--- src/rcs_pkg.sv ---
// constants, types and register map of the clock control and status block
//
// Overview of operation
// - with daylight saving, 1:59:59 jumps to 3:00:00 on the first Sunday in April
// - daylight saving falls back to 1:00:00 in October
// - ctrl_b bit 1 picks 12 or 24 hours
// - data_format_sel picks BCD or binary values
// - ctrl_b bit 3 always reads zero
// - master reset keeps format and freeze bits
// - master reset clears the three interrupt enables
// - update_int_en raises interrupt on each update
// - alarm_int_en raises interrupt on time match
// - periodic_int_en raises interrupt at rate_select rate
// - freeze bit holds the visible time still
// - irq_flags bits 3..0 always read zero
// - update flag set on update, read clears
// - alarm flag set on match, read clears
// - periodic flag set on tap, read clears
// - summary flag is any enabled flag set
// - interrupt pin is inverse of summary flag
// - ctrl_d bits 6..0 always read zero
// - valid_ram_time reads zero after supply drop
// - reading ctrl_d sets valid_ram_time again
// - writes refused until ctrl_d read once
// - rate_select picks one of thirteen taps, codes 1 and 2 repeat codes 8 and 9
// - repeated events before service are lost
package rcs_pkg;

  // ****************************************************************
  // timing
  // ****************************************************************
  localparam int unsigned CORE_HZ = 250_000_000;
  localparam int unsigned BASE_HZ = 32_768;
  localparam int unsigned BASE_DIV = CORE_HZ / BASE_HZ;
  localparam logic [14:0] CHAIN_LAST = 15'h7fff;

  // ****************************************************************
  // register indices, byte address is four times the index
  // ****************************************************************
  localparam logic [7:0] IDX_SEC = 8'h00;
  localparam logic [7:0] IDX_ALM_SEC = 8'h01;
  localparam logic [7:0] IDX_MIN = 8'h02;
  localparam logic [7:0] IDX_ALM_MIN = 8'h03;
  localparam logic [7:0] IDX_HOUR = 8'h04;
  localparam logic [7:0] IDX_ALM_HOUR = 8'h05;
  localparam logic [7:0] IDX_DOW = 8'h06;
  localparam logic [7:0] IDX_DATE = 8'h07;
  localparam logic [7:0] IDX_MONTH = 8'h08;
  localparam logic [7:0] IDX_CTRL_A = 8'h0a;
  localparam logic [7:0] IDX_CTRL_B = 8'h0b;
  localparam logic [7:0] IDX_FLAGS = 8'h0c;
  localparam logic [7:0] IDX_VALID = 8'h0d;

  // ****************************************************************
  // field values
  // ****************************************************************
  localparam logic [1:0] ALM_DONT_CARE = 2'h3;
  localparam logic [2:0] DOW_SUNDAY = 3'h1;
  localparam logic [3:0] MONTH_APR = 4'h4;
  localparam logic [3:0] MONTH_OCT = 4'ha;
  localparam logic [4:0] FIRST_WEEK_END = 5'h07;
  localparam logic [4:0] LAST_WEEK_START = 5'h19;
  localparam logic [4:0] HOUR_DST_AT = 5'h01;
  localparam logic [4:0] HOUR_SPRING_TO = 5'h03;
  localparam logic [4:0] HOUR_FALL_TO = 5'h01;
  localparam logic [2:0] HSIZE_WORD = 3'h2;
  localparam logic [3:0] RATE_NONE = 4'h0;
  localparam logic [7:0] CTRL_B_RESET = 8'h02;
  localparam logic [3:0] RATE_RESET = 4'h6;

  typedef struct packed {
    logic freeze;
    logic periodic_int_en;
    logic alarm_int_en;
    logic update_int_en;
    logic unused;
    logic data_format_sel;
    logic hour_24;
    logic daylight_saving_en;
  } rcs_ctrl_b_t;

  typedef struct packed {
    logic [3:0] month;
    logic [4:0] date;
    logic [2:0] dow;
    logic [4:0] hour;
    logic [5:0] min;
    logic [5:0] sec;
  } rcs_time_t;

  localparam rcs_time_t TIME_RESET = '{4'h1, 5'h01, 3'h1, 5'h00, 6'h00,
                                       6'h00};

endpackage

--- src/rcs_ctrl.sv ---
// clock control, interrupt flag and supply validity registers
`timescale 1ns/100ps
module rcs_ctrl
  import rcs_pkg::*;
#(
  parameter int unsigned BASE_DIV_P = BASE_DIV
) (
  input wire logic i_core_clk,
  input wire logic i_rst_n,
  input wire logic i_por_n,
  input wire logic i_supply_low,
  input wire logic i_hsel,
  input wire logic [31:0] i_haddr,
  input wire logic [1:0] i_htrans,
  input wire logic i_hwrite,
  input wire logic [2:0] i_hsize,
  input wire logic [31:0] i_hwdata,
  input wire logic i_hready,
  output logic o_hreadyout,
  output logic o_hresp,
  output logic [31:0] o_hrdata,
  output logic o_irq_n
);

  if (BASE_DIV_P < 1 || BASE_DIV_P > 8192) begin : g_bad_div
    $error("BASE_DIV_P must be 1 to 8192");
  end

  // ****************************************************************
  // value conversion
  // ****************************************************************
  function automatic logic [7:0] enc(input logic [6:0] v, input logic bin);
    logic [6:0] t;
    t = v / 7'd10;
    if (bin) begin
      return {1'b0, v};
    end
    return {t[3:0], 4'(v - 7'(t * 7'd10))};
  endfunction

  function automatic logic [6:0] dec(input logic [7:0] b, input logic bin);
    if (bin) begin
      return b[6:0];
    end
    return 7'(b[7:4] * 7'd10 + {3'h0, b[3:0]});
  endfunction

  function automatic logic [7:0] hour_out(input logic [4:0] h,
                                          input logic h24, input logic bin);
    logic [4:0] h12;
    logic [7:0] e;
    h12 = (h == 5'd0) ? 5'd12 : ((h > 5'd12) ? 5'(h - 5'd12) : h);
    e = enc({2'h0, h12}, bin);
    if (h24) begin
      return enc({2'h0, h}, bin);
    end
    return {(h >= 5'd12), e[6:0]};
  endfunction

  function automatic logic [4:0] hour_in(input logic [7:0] b,
                                         input logic h24, input logic bin);
    logic [4:0] v;
    v = 5'(dec({1'b0, b[6:0]}, bin));
    if (h24) begin
      return 5'(dec(b, bin));
    end
    if (b[7]) begin
      return (v == 5'd12) ? v : 5'(v + 5'd12);
    end
    return (v == 5'd12) ? 5'd0 : v;
  endfunction

  function automatic logic [14:0] tap_mask(input logic [3:0] rs);
    logic [3:0] n;
    n = (rs < 4'h3) ? 4'(rs + 4'h6) : 4'(rs - 4'h1);
    return 15'((16'h1 << n) - 16'h1);
  endfunction

  function automatic logic [4:0] days_in(input logic [3:0] m);
    if (m == 4'h2) begin
      return 5'd28;
    end else if (m == 4'h4 || m == 4'h6 || m == 4'h9 || m == 4'hb) begin
      return 5'd30;
    end
    return 5'd31;
  endfunction

  function automatic logic alm_hit(input logic [7:0] a, input logic [7:0] c);
    return (a[7:6] == ALM_DONT_CARE) || (a == c);
  endfunction

  // ****************************************************************
  // bus slave
  // ****************************************************************
  logic acc;
  logic acc_rd;
  logic [7:0] acc_idx;
  logic dph_wr_q;
  logic [7:0] dph_idx_q;
  logic wr_en;
  logic [7:0] wdat;
  logic [7:0] rd_d;
  logic unlock_q;

  assign acc = i_hsel && i_htrans[1] && i_hready && (i_hsize == HSIZE_WORD)
               && (i_haddr[1:0] == 2'h0);
  assign acc_rd = acc && !i_hwrite;
  assign acc_idx = {2'h0, i_haddr[7:2]};
  assign wr_en = dph_wr_q && unlock_q;
  assign wdat = i_hwdata[7:0];
  assign o_hreadyout = 1'b1;
  assign o_hresp = 1'b0;

  always_ff @(posedge i_core_clk) begin
    if (!i_rst_n) begin
      dph_wr_q <= 1'b0;
      dph_idx_q <= 8'h00;
    end else begin
      dph_wr_q <= acc && i_hwrite;
      dph_idx_q <= acc_idx;
    end
  end

  always_ff @(posedge i_core_clk) begin
    if (!i_rst_n) begin
      o_hrdata <= 32'h0000_0000;
    end else if (acc_rd) begin
      o_hrdata <= {24'h00_0000, rd_d};
    end
  end

  // ****************************************************************
  // control registers
  // ****************************************************************
  rcs_ctrl_b_t ctrl_b_q;
  logic [3:0] opt_q;
  logic [2:0] int_en_q;
  logic [3:0] rate_select_q;
  logic [7:0] alm_sec_q;
  logic [7:0] alm_min_q;
  logic [7:0] alm_hour_q;

  always_ff @(posedge i_core_clk) begin
    if (!i_por_n) begin
      opt_q <= {CTRL_B_RESET[7], CTRL_B_RESET[2:0]};
    end else if (wr_en && dph_idx_q == IDX_CTRL_B) begin
      opt_q[3] <= wdat[7];
      opt_q[2] <= wdat[2];
      opt_q[1] <= wdat[1];
      opt_q[0] <= wdat[0];
    end
  end
  assign ctrl_b_q = {opt_q[3], int_en_q, 1'b0, opt_q[2:0]};

  always_ff @(posedge i_core_clk) begin
    if (!i_por_n || !i_rst_n) begin
      int_en_q <= 3'h0;
    end else if (wr_en && dph_idx_q == IDX_CTRL_B) begin
      int_en_q <= wdat[6:4];
    end
  end

  always_ff @(posedge i_core_clk) begin
    if (!i_por_n) begin
      rate_select_q <= RATE_RESET;
      alm_sec_q <= 8'h00;
      alm_min_q <= 8'h00;
      alm_hour_q <= 8'h00;
    end else if (wr_en) begin
      if (dph_idx_q == IDX_CTRL_A) begin
        rate_select_q <= wdat[3:0];
      end else if (dph_idx_q == IDX_ALM_SEC) begin
        alm_sec_q <= wdat;
      end else if (dph_idx_q == IDX_ALM_MIN) begin
        alm_min_q <= wdat;
      end else if (dph_idx_q == IDX_ALM_HOUR) begin
        alm_hour_q <= wdat;
      end
    end
  end

  // ****************************************************************
  // time base and divider chain
  // ****************************************************************
  logic [12:0] base_cnt_q;
  logic base_tick;
  logic [14:0] chain_q;
  logic sec_tick;
  logic per_evt;

  assign base_tick = (base_cnt_q == 13'(BASE_DIV_P - 1));
  assign sec_tick = base_tick && (chain_q == CHAIN_LAST);
  assign per_evt = base_tick && (rate_select_q != RATE_NONE)
                   && ((chain_q & tap_mask(rate_select_q))
                       == tap_mask(rate_select_q));

  always_ff @(posedge i_core_clk) begin
    if (!i_rst_n) begin
      base_cnt_q <= 13'h0000;
    end else begin
      base_cnt_q <= base_tick ? 13'h0000 : 13'(base_cnt_q + 13'h0001);
    end
  end

  always_ff @(posedge i_core_clk) begin
    if (!i_rst_n) begin
      chain_q <= 15'h0000;
    end else if (base_tick) begin
      chain_q <= 15'(chain_q + 15'h0001);
    end
  end

  // ****************************************************************
  // time keeping
  // ****************************************************************
  rcs_time_t time_q;
  rcs_time_t time_d;
  logic fell_q;
  logic fall_now;
  logic upd_evt;
  logic bin;

  assign bin = ctrl_b_q.data_format_sel;
  assign upd_evt = sec_tick && !ctrl_b_q.freeze;

  always_comb begin
    time_d = time_q;
    fall_now = 1'b0;
    time_d.sec = 6'(time_q.sec + 6'd1);
    if (time_q.sec == 6'd59) begin
      time_d.sec = 6'd0;
      time_d.min = 6'(time_q.min + 6'd1);
      if (time_q.min == 6'd59) begin
        time_d.min = 6'd0;
        time_d.hour = 5'(time_q.hour + 5'd1);
        if (time_q.hour == 5'd23) begin
          time_d.hour = 5'd0;
          time_d.dow = (time_q.dow == 3'd7) ? 3'd1 : 3'(time_q.dow + 3'd1);
          time_d.date = 5'(time_q.date + 5'd1);
          if (time_q.date == days_in(time_q.month)) begin
            time_d.date = 5'd1;
            time_d.month = (time_q.month == 4'd12) ? 4'd1 :
                           4'(time_q.month + 4'd1);
          end
        end else if (ctrl_b_q.daylight_saving_en
                     && time_q.hour == HOUR_DST_AT
                     && time_q.dow == DOW_SUNDAY) begin
          if (time_q.month == MONTH_APR
              && time_q.date <= FIRST_WEEK_END) begin
            time_d.hour = HOUR_SPRING_TO;
          end else if (time_q.month == MONTH_OCT
                       && time_q.date >= LAST_WEEK_START && !fell_q) begin
            time_d.hour = HOUR_FALL_TO;
            fall_now = 1'b1;
          end
        end
      end
    end
  end

  always_ff @(posedge i_core_clk) begin
    if (!i_por_n) begin
      fell_q <= 1'b0;
    end else if (upd_evt) begin
      fell_q <= fall_now || (fell_q && time_d.date == time_q.date);
    end
  end

  always_ff @(posedge i_core_clk) begin
    if (!i_por_n) begin
      time_q <= TIME_RESET;
    end else if (wr_en && dph_idx_q == IDX_SEC) begin
      time_q.sec <= 6'(dec(wdat, bin));
    end else if (wr_en && dph_idx_q == IDX_MIN) begin
      time_q.min <= 6'(dec(wdat, bin));
    end else if (wr_en && dph_idx_q == IDX_HOUR) begin
      time_q.hour <= hour_in(wdat, ctrl_b_q.hour_24, bin);
    end else if (wr_en && dph_idx_q == IDX_DOW) begin
      time_q.dow <= 3'(dec(wdat, bin));
    end else if (wr_en && dph_idx_q == IDX_DATE) begin
      time_q.date <= 5'(dec(wdat, bin));
    end else if (wr_en && dph_idx_q == IDX_MONTH) begin
      time_q.month <= 4'(dec(wdat, bin));
    end else if (upd_evt) begin
      time_q <= time_d;
    end
  end

  // ****************************************************************
  // alarm compare, one cycle after the update
  // ****************************************************************
  logic upd_dly_q;
  logic alm_evt;
  logic [7:0] sec_vis;
  logic [7:0] min_vis;
  logic [7:0] hour_vis;

  assign sec_vis = enc({1'b0, time_q.sec}, bin);
  assign min_vis = enc({1'b0, time_q.min}, bin);
  assign hour_vis = hour_out(time_q.hour, ctrl_b_q.hour_24, bin);
  assign alm_evt = upd_dly_q && alm_hit(alm_sec_q, sec_vis)
                   && alm_hit(alm_min_q, min_vis)
                   && alm_hit(alm_hour_q, hour_vis);

  always_ff @(posedge i_core_clk) begin
    if (!i_rst_n) begin
      upd_dly_q <= 1'b0;
    end else begin
      upd_dly_q <= upd_evt;
    end
  end

  // ****************************************************************
  // interrupt flags
  // ****************************************************************
  logic [2:0] flag_q;
  logic [2:0] evt;
  logic [2:0] en;
  logic rd_flags;
  logic irq_summary_flag;

  assign evt = {per_evt, alm_evt, upd_evt};
  assign en = {ctrl_b_q.periodic_int_en, ctrl_b_q.alarm_int_en,
               ctrl_b_q.update_int_en};
  assign rd_flags = acc_rd && acc_idx == IDX_FLAGS;
  assign irq_summary_flag = |(flag_q & en);
  assign o_irq_n = !irq_summary_flag;

  for (genvar i = 0; i < 3; i++) begin : g_flag
    always_ff @(posedge i_core_clk) begin
      if (!i_rst_n) begin
        flag_q[i] <= 1'b0;
      end else begin
        flag_q[i] <= evt[i] || (flag_q[i] && !rd_flags);
      end
    end
  end

  // ****************************************************************
  // supply validity
  // ****************************************************************
  logic valid_ram_time_q;
  logic rd_valid;

  assign rd_valid = acc_rd && acc_idx == IDX_VALID;

  always_ff @(posedge i_core_clk) begin
    if (!i_por_n || i_supply_low) begin
      valid_ram_time_q <= 1'b0;
    end else if (rd_valid) begin
      valid_ram_time_q <= 1'b1;
    end
  end

  always_ff @(posedge i_core_clk) begin
    if (!i_por_n) begin
      unlock_q <= 1'b0;
    end else if (rd_valid) begin
      unlock_q <= 1'b1;
    end
  end

  // ****************************************************************
  // read decode
  // ****************************************************************
  always_comb begin
    if (acc_idx == IDX_SEC) begin
      rd_d = sec_vis;
    end else if (acc_idx == IDX_MIN) begin
      rd_d = min_vis;
    end else if (acc_idx == IDX_HOUR) begin
      rd_d = hour_vis;
    end else if (acc_idx == IDX_DOW) begin
      rd_d = enc({4'h0, time_q.dow}, bin);
    end else if (acc_idx == IDX_DATE) begin
      rd_d = enc({2'h0, time_q.date}, bin);
    end else if (acc_idx == IDX_MONTH) begin
      rd_d = enc({3'h0, time_q.month}, bin);
    end else if (acc_idx == IDX_ALM_SEC) begin
      rd_d = alm_sec_q;
    end else if (acc_idx == IDX_ALM_MIN) begin
      rd_d = alm_min_q;
    end else if (acc_idx == IDX_ALM_HOUR) begin
      rd_d = alm_hour_q;
    end else if (acc_idx == IDX_CTRL_A) begin
      rd_d = {4'h0, rate_select_q};
    end else if (acc_idx == IDX_CTRL_B) begin
      rd_d = ctrl_b_q;
    end else if (acc_idx == IDX_FLAGS) begin
      rd_d = {irq_summary_flag, flag_q, 4'h0};
    end else if (acc_idx == IDX_VALID) begin
      rd_d = {valid_ram_time_q, 7'h00};
    end else begin
      rd_d = 8'h00;
    end
  end
endmodule

--- config.mk ---
export PLATFORM = sky130hd
export DESIGN_NAME = rcs_ctrl
export DESIGN_NICKNAME = d
export VERILOG_FILES = /design/src/rcs_pkg.sv /design/src/rcs_ctrl.sv
export SDC_FILE = /design/constraint.sdc
export NUM_CORES = 1
export LEC_CHECK = 0
export BUFFER_PORTS_ARGS = -buffer_cell sky130_fd_sc_hd__buf_2
export CAP_MARGIN = 20
export CORE_ASPECT_RATIO = 1.75
export CORE_UTILIZATION = 35
export CTS_BUF_LIST = sky130_fd_sc_hd__clkbuf_4 sky130_fd_sc_hd__clkbuf_8 sky130_fd_sc_hd__clkbuf_16
export CTS_CLUSTER_DIAMETER = 30
export CTS_CLUSTER_SIZE = 30
export DETAILED_ROUTE_END_ITERATION = 7
export PLACE_DENSITY = 0.55
export SYNTH_ARGS = -nofsm -noshare
export SYNTH_HDL_FRONTEND = slang
export SYNTH_SLANG_ARGS = --single-unit
--- constraint.sdc ---
create_clock -name i_core_clk -period 6.95 [get_ports i_core_clk]
set_clock_uncertainty 0.2 [all_clocks]
set_input_delay 1.39 -clock i_core_clk [delete_from_list [all_inputs] [get_ports i_core_clk]]
set_output_delay 1.39 -clock i_core_clk [all_outputs]
set_load 0.02 [all_outputs]
==> flow_summary_export.csv <==
group,metric,value,unit
status,outcome,"complete, but fails checks",
status,violations,"design-rule violations",
setup_path,crit_required,7.10,ns
timing,rsz0062_at_grt,"false",
job,max_cap_check_violation_count,0,
setup_path,worst_setup_path_end_kind,"flip-flop",
timing,achievable-frequency,157,MHz
setup_path,regToRegStartpoint,"time_q[15]$_SDFFE_PN0P_",
route,detailedRoute.firstPassIterationCount,8,
clocking,clk_pin_slew_worst_paths,0.06,ns
timing,worst_slew_margin_rel,27.3,%
cells_and_area,design_area,10200,sq um
floorplan,fp.dieArea,27300,sq um
timing,setup_viol,0,
route,drt-vias-per-instance,5.75,
synthesis,synthesis.yosys.warnings,0,
grt,first_global_vias,8822,
grt,grt_antenna_before_repair,0,
floorplan,io_pins,111,
synthesis,synth_sequential_area_ratio,24.5,%
setup_path,path_max_fanout,12,
route,detail_route.drc_violations,5,
placement,hpwlAfterDp,23500,um
worst_hold_path,worst_hold_startpoint,"unlock_q$_SDFFE_PN0P_",
floorplan,design.core.area,26100,sq um
clocking,cts.repair_timing.setup_buffer_count,0,
clocking,cts.hold.buffers_added,0,
timing,min_period_over_period,91.4,%
synthesis,ys_types,89,
synthesis,ys.flop_type,"sky130_fd_sc_hd__dfxtp_1",
clocking,postCtsResizedCells,0,
route,detail_route.wirelength,30700,um
power_and_ir_drop,total_power,0.00180,W
worst_hold_path,worst_hold_path_ep,"unlock_q$_SDFFE_PN0P_",
synthesis,syn-instance-count,1214,
clocking,cts.sink_count,114,
placement,globalplace.congestion,0.943,
route,drt-wirelength-per-cell,19.8,um
timing,setup_total_negative_slack,0,ns
power_and_ir_drop,static-leakage-power,3.92,nW
timing,report.final.hold_viol_count,0,
floorplan,fp.dieW,125,um
clocking,clk_latency,0.43,ns
floorplan,initial_utilization,35.8,%
cells_and_area,diodes,0,
setup_path,ff2ff_path_depth,26,
setup_path,r2r_setup_slack,0.60,ns
setup_path,worst_ep_arrival_time,6.50,ns
synthesis,synth.ff_latch_count,114,
clocking,cts_made_buffers,17,
setup_path,worst_r2r_endpoint,"flag_q[1]$_SDFF_PN0_",
worst_hold_path,hold_path_class,"flip-flop to flip-flop",
clocking,tritoncts_clock_tree,"yes",
cells_and_area,nNetsFinal,1366,
setup_path,critical_path.startpoint,"time_q[15]$_SDFFE_PN0P_",
cells_and_area,post_route_cells_drive_above_1_share,9.33,%
grt,grt_max_degree,64,
worst_hold_path,holdPathStages,2,
power_and_ir_drop,vdd.ir_drop.worst,0.180,mV
power_and_ir_drop,p_per_area,176,nW/um^2
timing,worst_slew_pin_slew,1.08,ns
route,ant_nets,0,
clocking,buffers_from_clock_root_to_sink_at_most,2,
synthesis,synth.avg_cell_area,7.68,sq um
route,vias,8917,
grt,total_routing_usage_gr,23.2,%
cells_and_area,areaGrowthSynthToFinish,9.44,%
floorplan,die_span_in_y,218,um
setup_path,setup.worst_path.class,"flip-flop to flip-flop",
grt,grt.overflow.total,0,
clocking,clock-root-buffer,"sky130_fd_sc_hd__clkbuf_16",
setup_path,cp-start-kind,"flip-flop",
placement,placed_area,9630,sq um
synthesis,synth-edff-count,0,
grt,grt_pass1_wl,48600,um
clocking,cts_max_level,4,
placement,port_buffers,35,
route,initialDrtViolationCount,503,
timing,period_minus_slack,6.35,ns
synthesis,asyncSetResetFlopFracSynth,0,%
timing,slew_limit_fails,0,
cells_and_area,fin_util,39.2,%
floorplan,floorplan.rows,78,
synthesis,post_synth_instance_area,9330,sq um
==> metrics by stage <==
stage                     hold slack, ns  worst slack, ns  cells
after global placement             0.252            0.724   1520
after CTS                          0.279            0.624   1552
final                              0.270            0.599   1552
after detailed placement           0.266            0.652   1520
after floorplan                    0.229             1.37   1238
after global routing               0.304          0.00336   1552
==> cells in the mapped netlist, types with 5 or more instances <==
cell type | number | share of area (%)
sky130_fd_sc_hd__o221ai_1 | 10 | 0.94
sky130_fd_sc_hd__mux2i_1 | 42 | 4.5
sky130_fd_sc_hd__a211oi_1 | 19 | 1.5
sky130_fd_sc_hd__inv_1 | 66 | 2.7
sky130_fd_sc_hd__nand3_1 | 55 | 3.0
sky130_fd_sc_hd__xnor2_1 | 37 | 3.5
sky130_fd_sc_hd__a2111oi_0 | 7 | 0.66
sky130_fd_sc_hd__o211a_1 | 8 | 0.86
sky130_fd_sc_hd__a21o_1 | 6 | 0.48
sky130_fd_sc_hd__o21ai_0 | 71 | 3.8
sky130_fd_sc_hd__clkbuf_1 | 50 | 2.0
sky130_fd_sc_hd__and3_1 | 12 | 0.80
sky130_fd_sc_hd__nand2_1 | 84 | 3.4
sky130_fd_sc_hd__o211ai_1 | 8 | 0.64
sky130_fd_sc_hd__buf_4 | 27 | 2.2
sky130_fd_sc_hd__o31ai_1 | 5 | 0.40
sky130_fd_sc_hd__mux2_2 | 9 | 1.1
sky130_fd_sc_hd__or3_1 | 9 | 0.60
sky130_fd_sc_hd__xor2_1 | 23 | 2.2
sky130_fd_sc_hd__ha_1 | 66 | 8.9
sky130_fd_sc_hd__nor4_1 | 11 | 0.74
sky130_fd_sc_hd__nor3b_1 | 8 | 0.64
sky130_fd_sc_hd__fa_1 | 5 | 1.1
sky130_fd_sc_hd__nand2b_1 | 19 | 1.3
sky130_fd_sc_hd__a222oi_1 | 5 | 0.54
sky130_fd_sc_hd__nor2b_1 | 20 | 1.3
sky130_fd_sc_hd__o21bai_1 | 5 | 0.40
sky130_fd_sc_hd__nor3_1 | 42 | 2.3
sky130_fd_sc_hd__nor2_1 | 136 | 5.5
sky130_fd_sc_hd__a21oi_1 | 73 | 3.9
sky130_fd_sc_hd__nand4_1 | 10 | 0.67
sky130_fd_sc_hd__o22ai_1 | 15 | 1.0
sky130_fd_sc_hd__dfxtp_1 | 114 | 24
sky130_fd_sc_hd__a22oi_1 | 16 | 1.3
sky130_fd_sc_hd__and2_1 | 13 | 0.87
sky130_fd_sc_hd__a31oi_1 | 15 | 1.0
==> state kept, by name, indices dropped and copies added, names as in the netlist <==
name              flops
upd_dly_q             1
alm_hour_q            8
valid_ram_time_q      1
fell_q                1
dph_wr_q              1
rate_select_q         4
opt_q                 4
base_cnt_q           13
flag_q                3
en                    3
o_hrdata              8
dph_idx_q             6
chain_q              15
unlock_q              1
alm_min_q             8
alm_sec_q             8
time_q               29
==> power by group <==
group          switching, W  internal, W  total [W]
Clock              0.000358     0.000529   0.000887
Combinational      0.000151    0.0000778   0.000229
Sequential        0.0000180     0.000662   0.000680
Total              0.000527      0.00127    0.00180
==> cell type report <==
class	instances	area (sq um)
fillers	2721	15800
multi-input cells	972	6420
flip-flops and latches	114	2280
clock buffers	17	425
well taps	320	400
repair buffers	48	273
inverters	66	248
clock inverters	15	159
==> worst max-delay path by stage <==
stage | end | slack, ns
floorplan | flag_q[1]$_SDFF_PN0_ | 1.37
detailed placement | flag_q[1]$_SDFF_PN0_ | 0.65
CTS | flag_q[1]$_SDFF_PN0_ | 0.62
global placement | flag_q[1]$_SDFF_PN0_ | 0.72
finish | flag_q[1]$_SDFF_PN0_ | 0.60
global route | flag_q[1]$_SDFF_PN0_ | 0.003
==> critical path, stage by stage (launching register included) <==
cell and delay (ns):
sky130_fd_sc_hd__dfxtp_1 0.55, sky130_fd_sc_hd__inv_1 0.17, sky130_fd_sc_hd__ha_1 0.27, sky130_fd_sc_hd__a2bb2oi_1 0.33, sky130_fd_sc_hd__nand3_1 0.15, sky130_fd_sc_hd__and2_1 0.20, sky130_fd_sc_hd__inv_1 0.09, sky130_fd_sc_hd__ha_1 0.18
sky130_fd_sc_hd__o21ai_0 0.13, sky130_fd_sc_hd__o21bai_1 0.39, sky130_fd_sc_hd__inv_1 0.15, sky130_fd_sc_hd__ha_1 0.33, sky130_fd_sc_hd__o22ai_1 0.09, sky130_fd_sc_hd__nor4_1 0.34, sky130_fd_sc_hd__a32oi_1 0.23, sky130_fd_sc_hd__ha_1 0.23
sky130_fd_sc_hd__inv_1 0.06, sky130_fd_sc_hd__fa_1 0.44, sky130_fd_sc_hd__xor2_1 0.16, sky130_fd_sc_hd__a221oi_1 0.25, sky130_fd_sc_hd__o22ai_1 0.12, sky130_fd_sc_hd__o21ai_0 0.26, sky130_fd_sc_hd__nand4_1 0.12, sky130_fd_sc_hd__mux2i_1 0.22
sky130_fd_sc_hd__nand2_1 0.07, sky130_fd_sc_hd__mux2_2 0.31, sky130_fd_sc_hd__a211oi_1 0.22
==> cells by family after synthesis <==
kind of cell / share of synthesized area [%]
other: 0.0805
muxes: 5.59
DFF: 24.5
adders and majority gates: 10.0
xor gates and xnor gates: 5.63
AOI/OAI and AO/OA: 22.0
and+or+nand+nor: 24.5
buffers and inverters: 7.67
==> layer usage <==
layer	GRT usage, %	vias to the layer above	wire, um
met5	0	-	0
met4	17.0	0	2200
met3	3.61	95	1070
met2	43.4	244	15900
met1	22.9	4247	11600
li1	-	4331	-
==> cells in the final DEF, fill, tap and decap left out, types with 9 or more instances in the layout <==
master / netlist / routed
sky130_fd_sc_hd__a31oi_1: 15 / 15
sky130_fd_sc_hd__buf_2: 1 / 35
sky130_fd_sc_hd__nand3_1: 55 / 55
sky130_fd_sc_hd__xnor2_1: 37 / 37
sky130_fd_sc_hd__xor2_1: 23 / 23
sky130_fd_sc_hd__a22oi_1: 16 / 16
sky130_fd_sc_hd__nor2b_1: 20 / 20
sky130_fd_sc_hd__o221ai_1: 10 / 10
sky130_fd_sc_hd__and3_1: 12 / 12
sky130_fd_sc_hd__mux2_2: 9 / 9
sky130_fd_sc_hd__nand2_1: 84 / 84
sky130_fd_sc_hd__dfxtp_1: 114 / 113
sky130_fd_sc_hd__mux2i_1: 42 / 42
sky130_fd_sc_hd__nor3_1: 42 / 42
sky130_fd_sc_hd__o21ai_0: 71 / 71
sky130_fd_sc_hd__ha_1: 66 / 66
sky130_fd_sc_hd__or3_1: 9 / 9
sky130_fd_sc_hd__o22ai_1: 15 / 15
sky130_fd_sc_hd__inv_1: 66 / 66
sky130_fd_sc_hd__buf_4: 27 / 13
sky130_fd_sc_hd__conb_1: 2 / 26
sky130_fd_sc_hd__nor2_1: 136 / 136
sky130_fd_sc_hd__clkbuf_16: 0 / 17
sky130_fd_sc_hd__a21oi_1: 73 / 73
sky130_fd_sc_hd__a211oi_1: 19 / 19
sky130_fd_sc_hd__nor4_1: 11 / 11
sky130_fd_sc_hd__nand2b_1: 19 / 19
sky130_fd_sc_hd__nand4_1: 10 / 10
sky130_fd_sc_hd__and2_1: 13 / 13
Power figures use the tool's default switching activity.
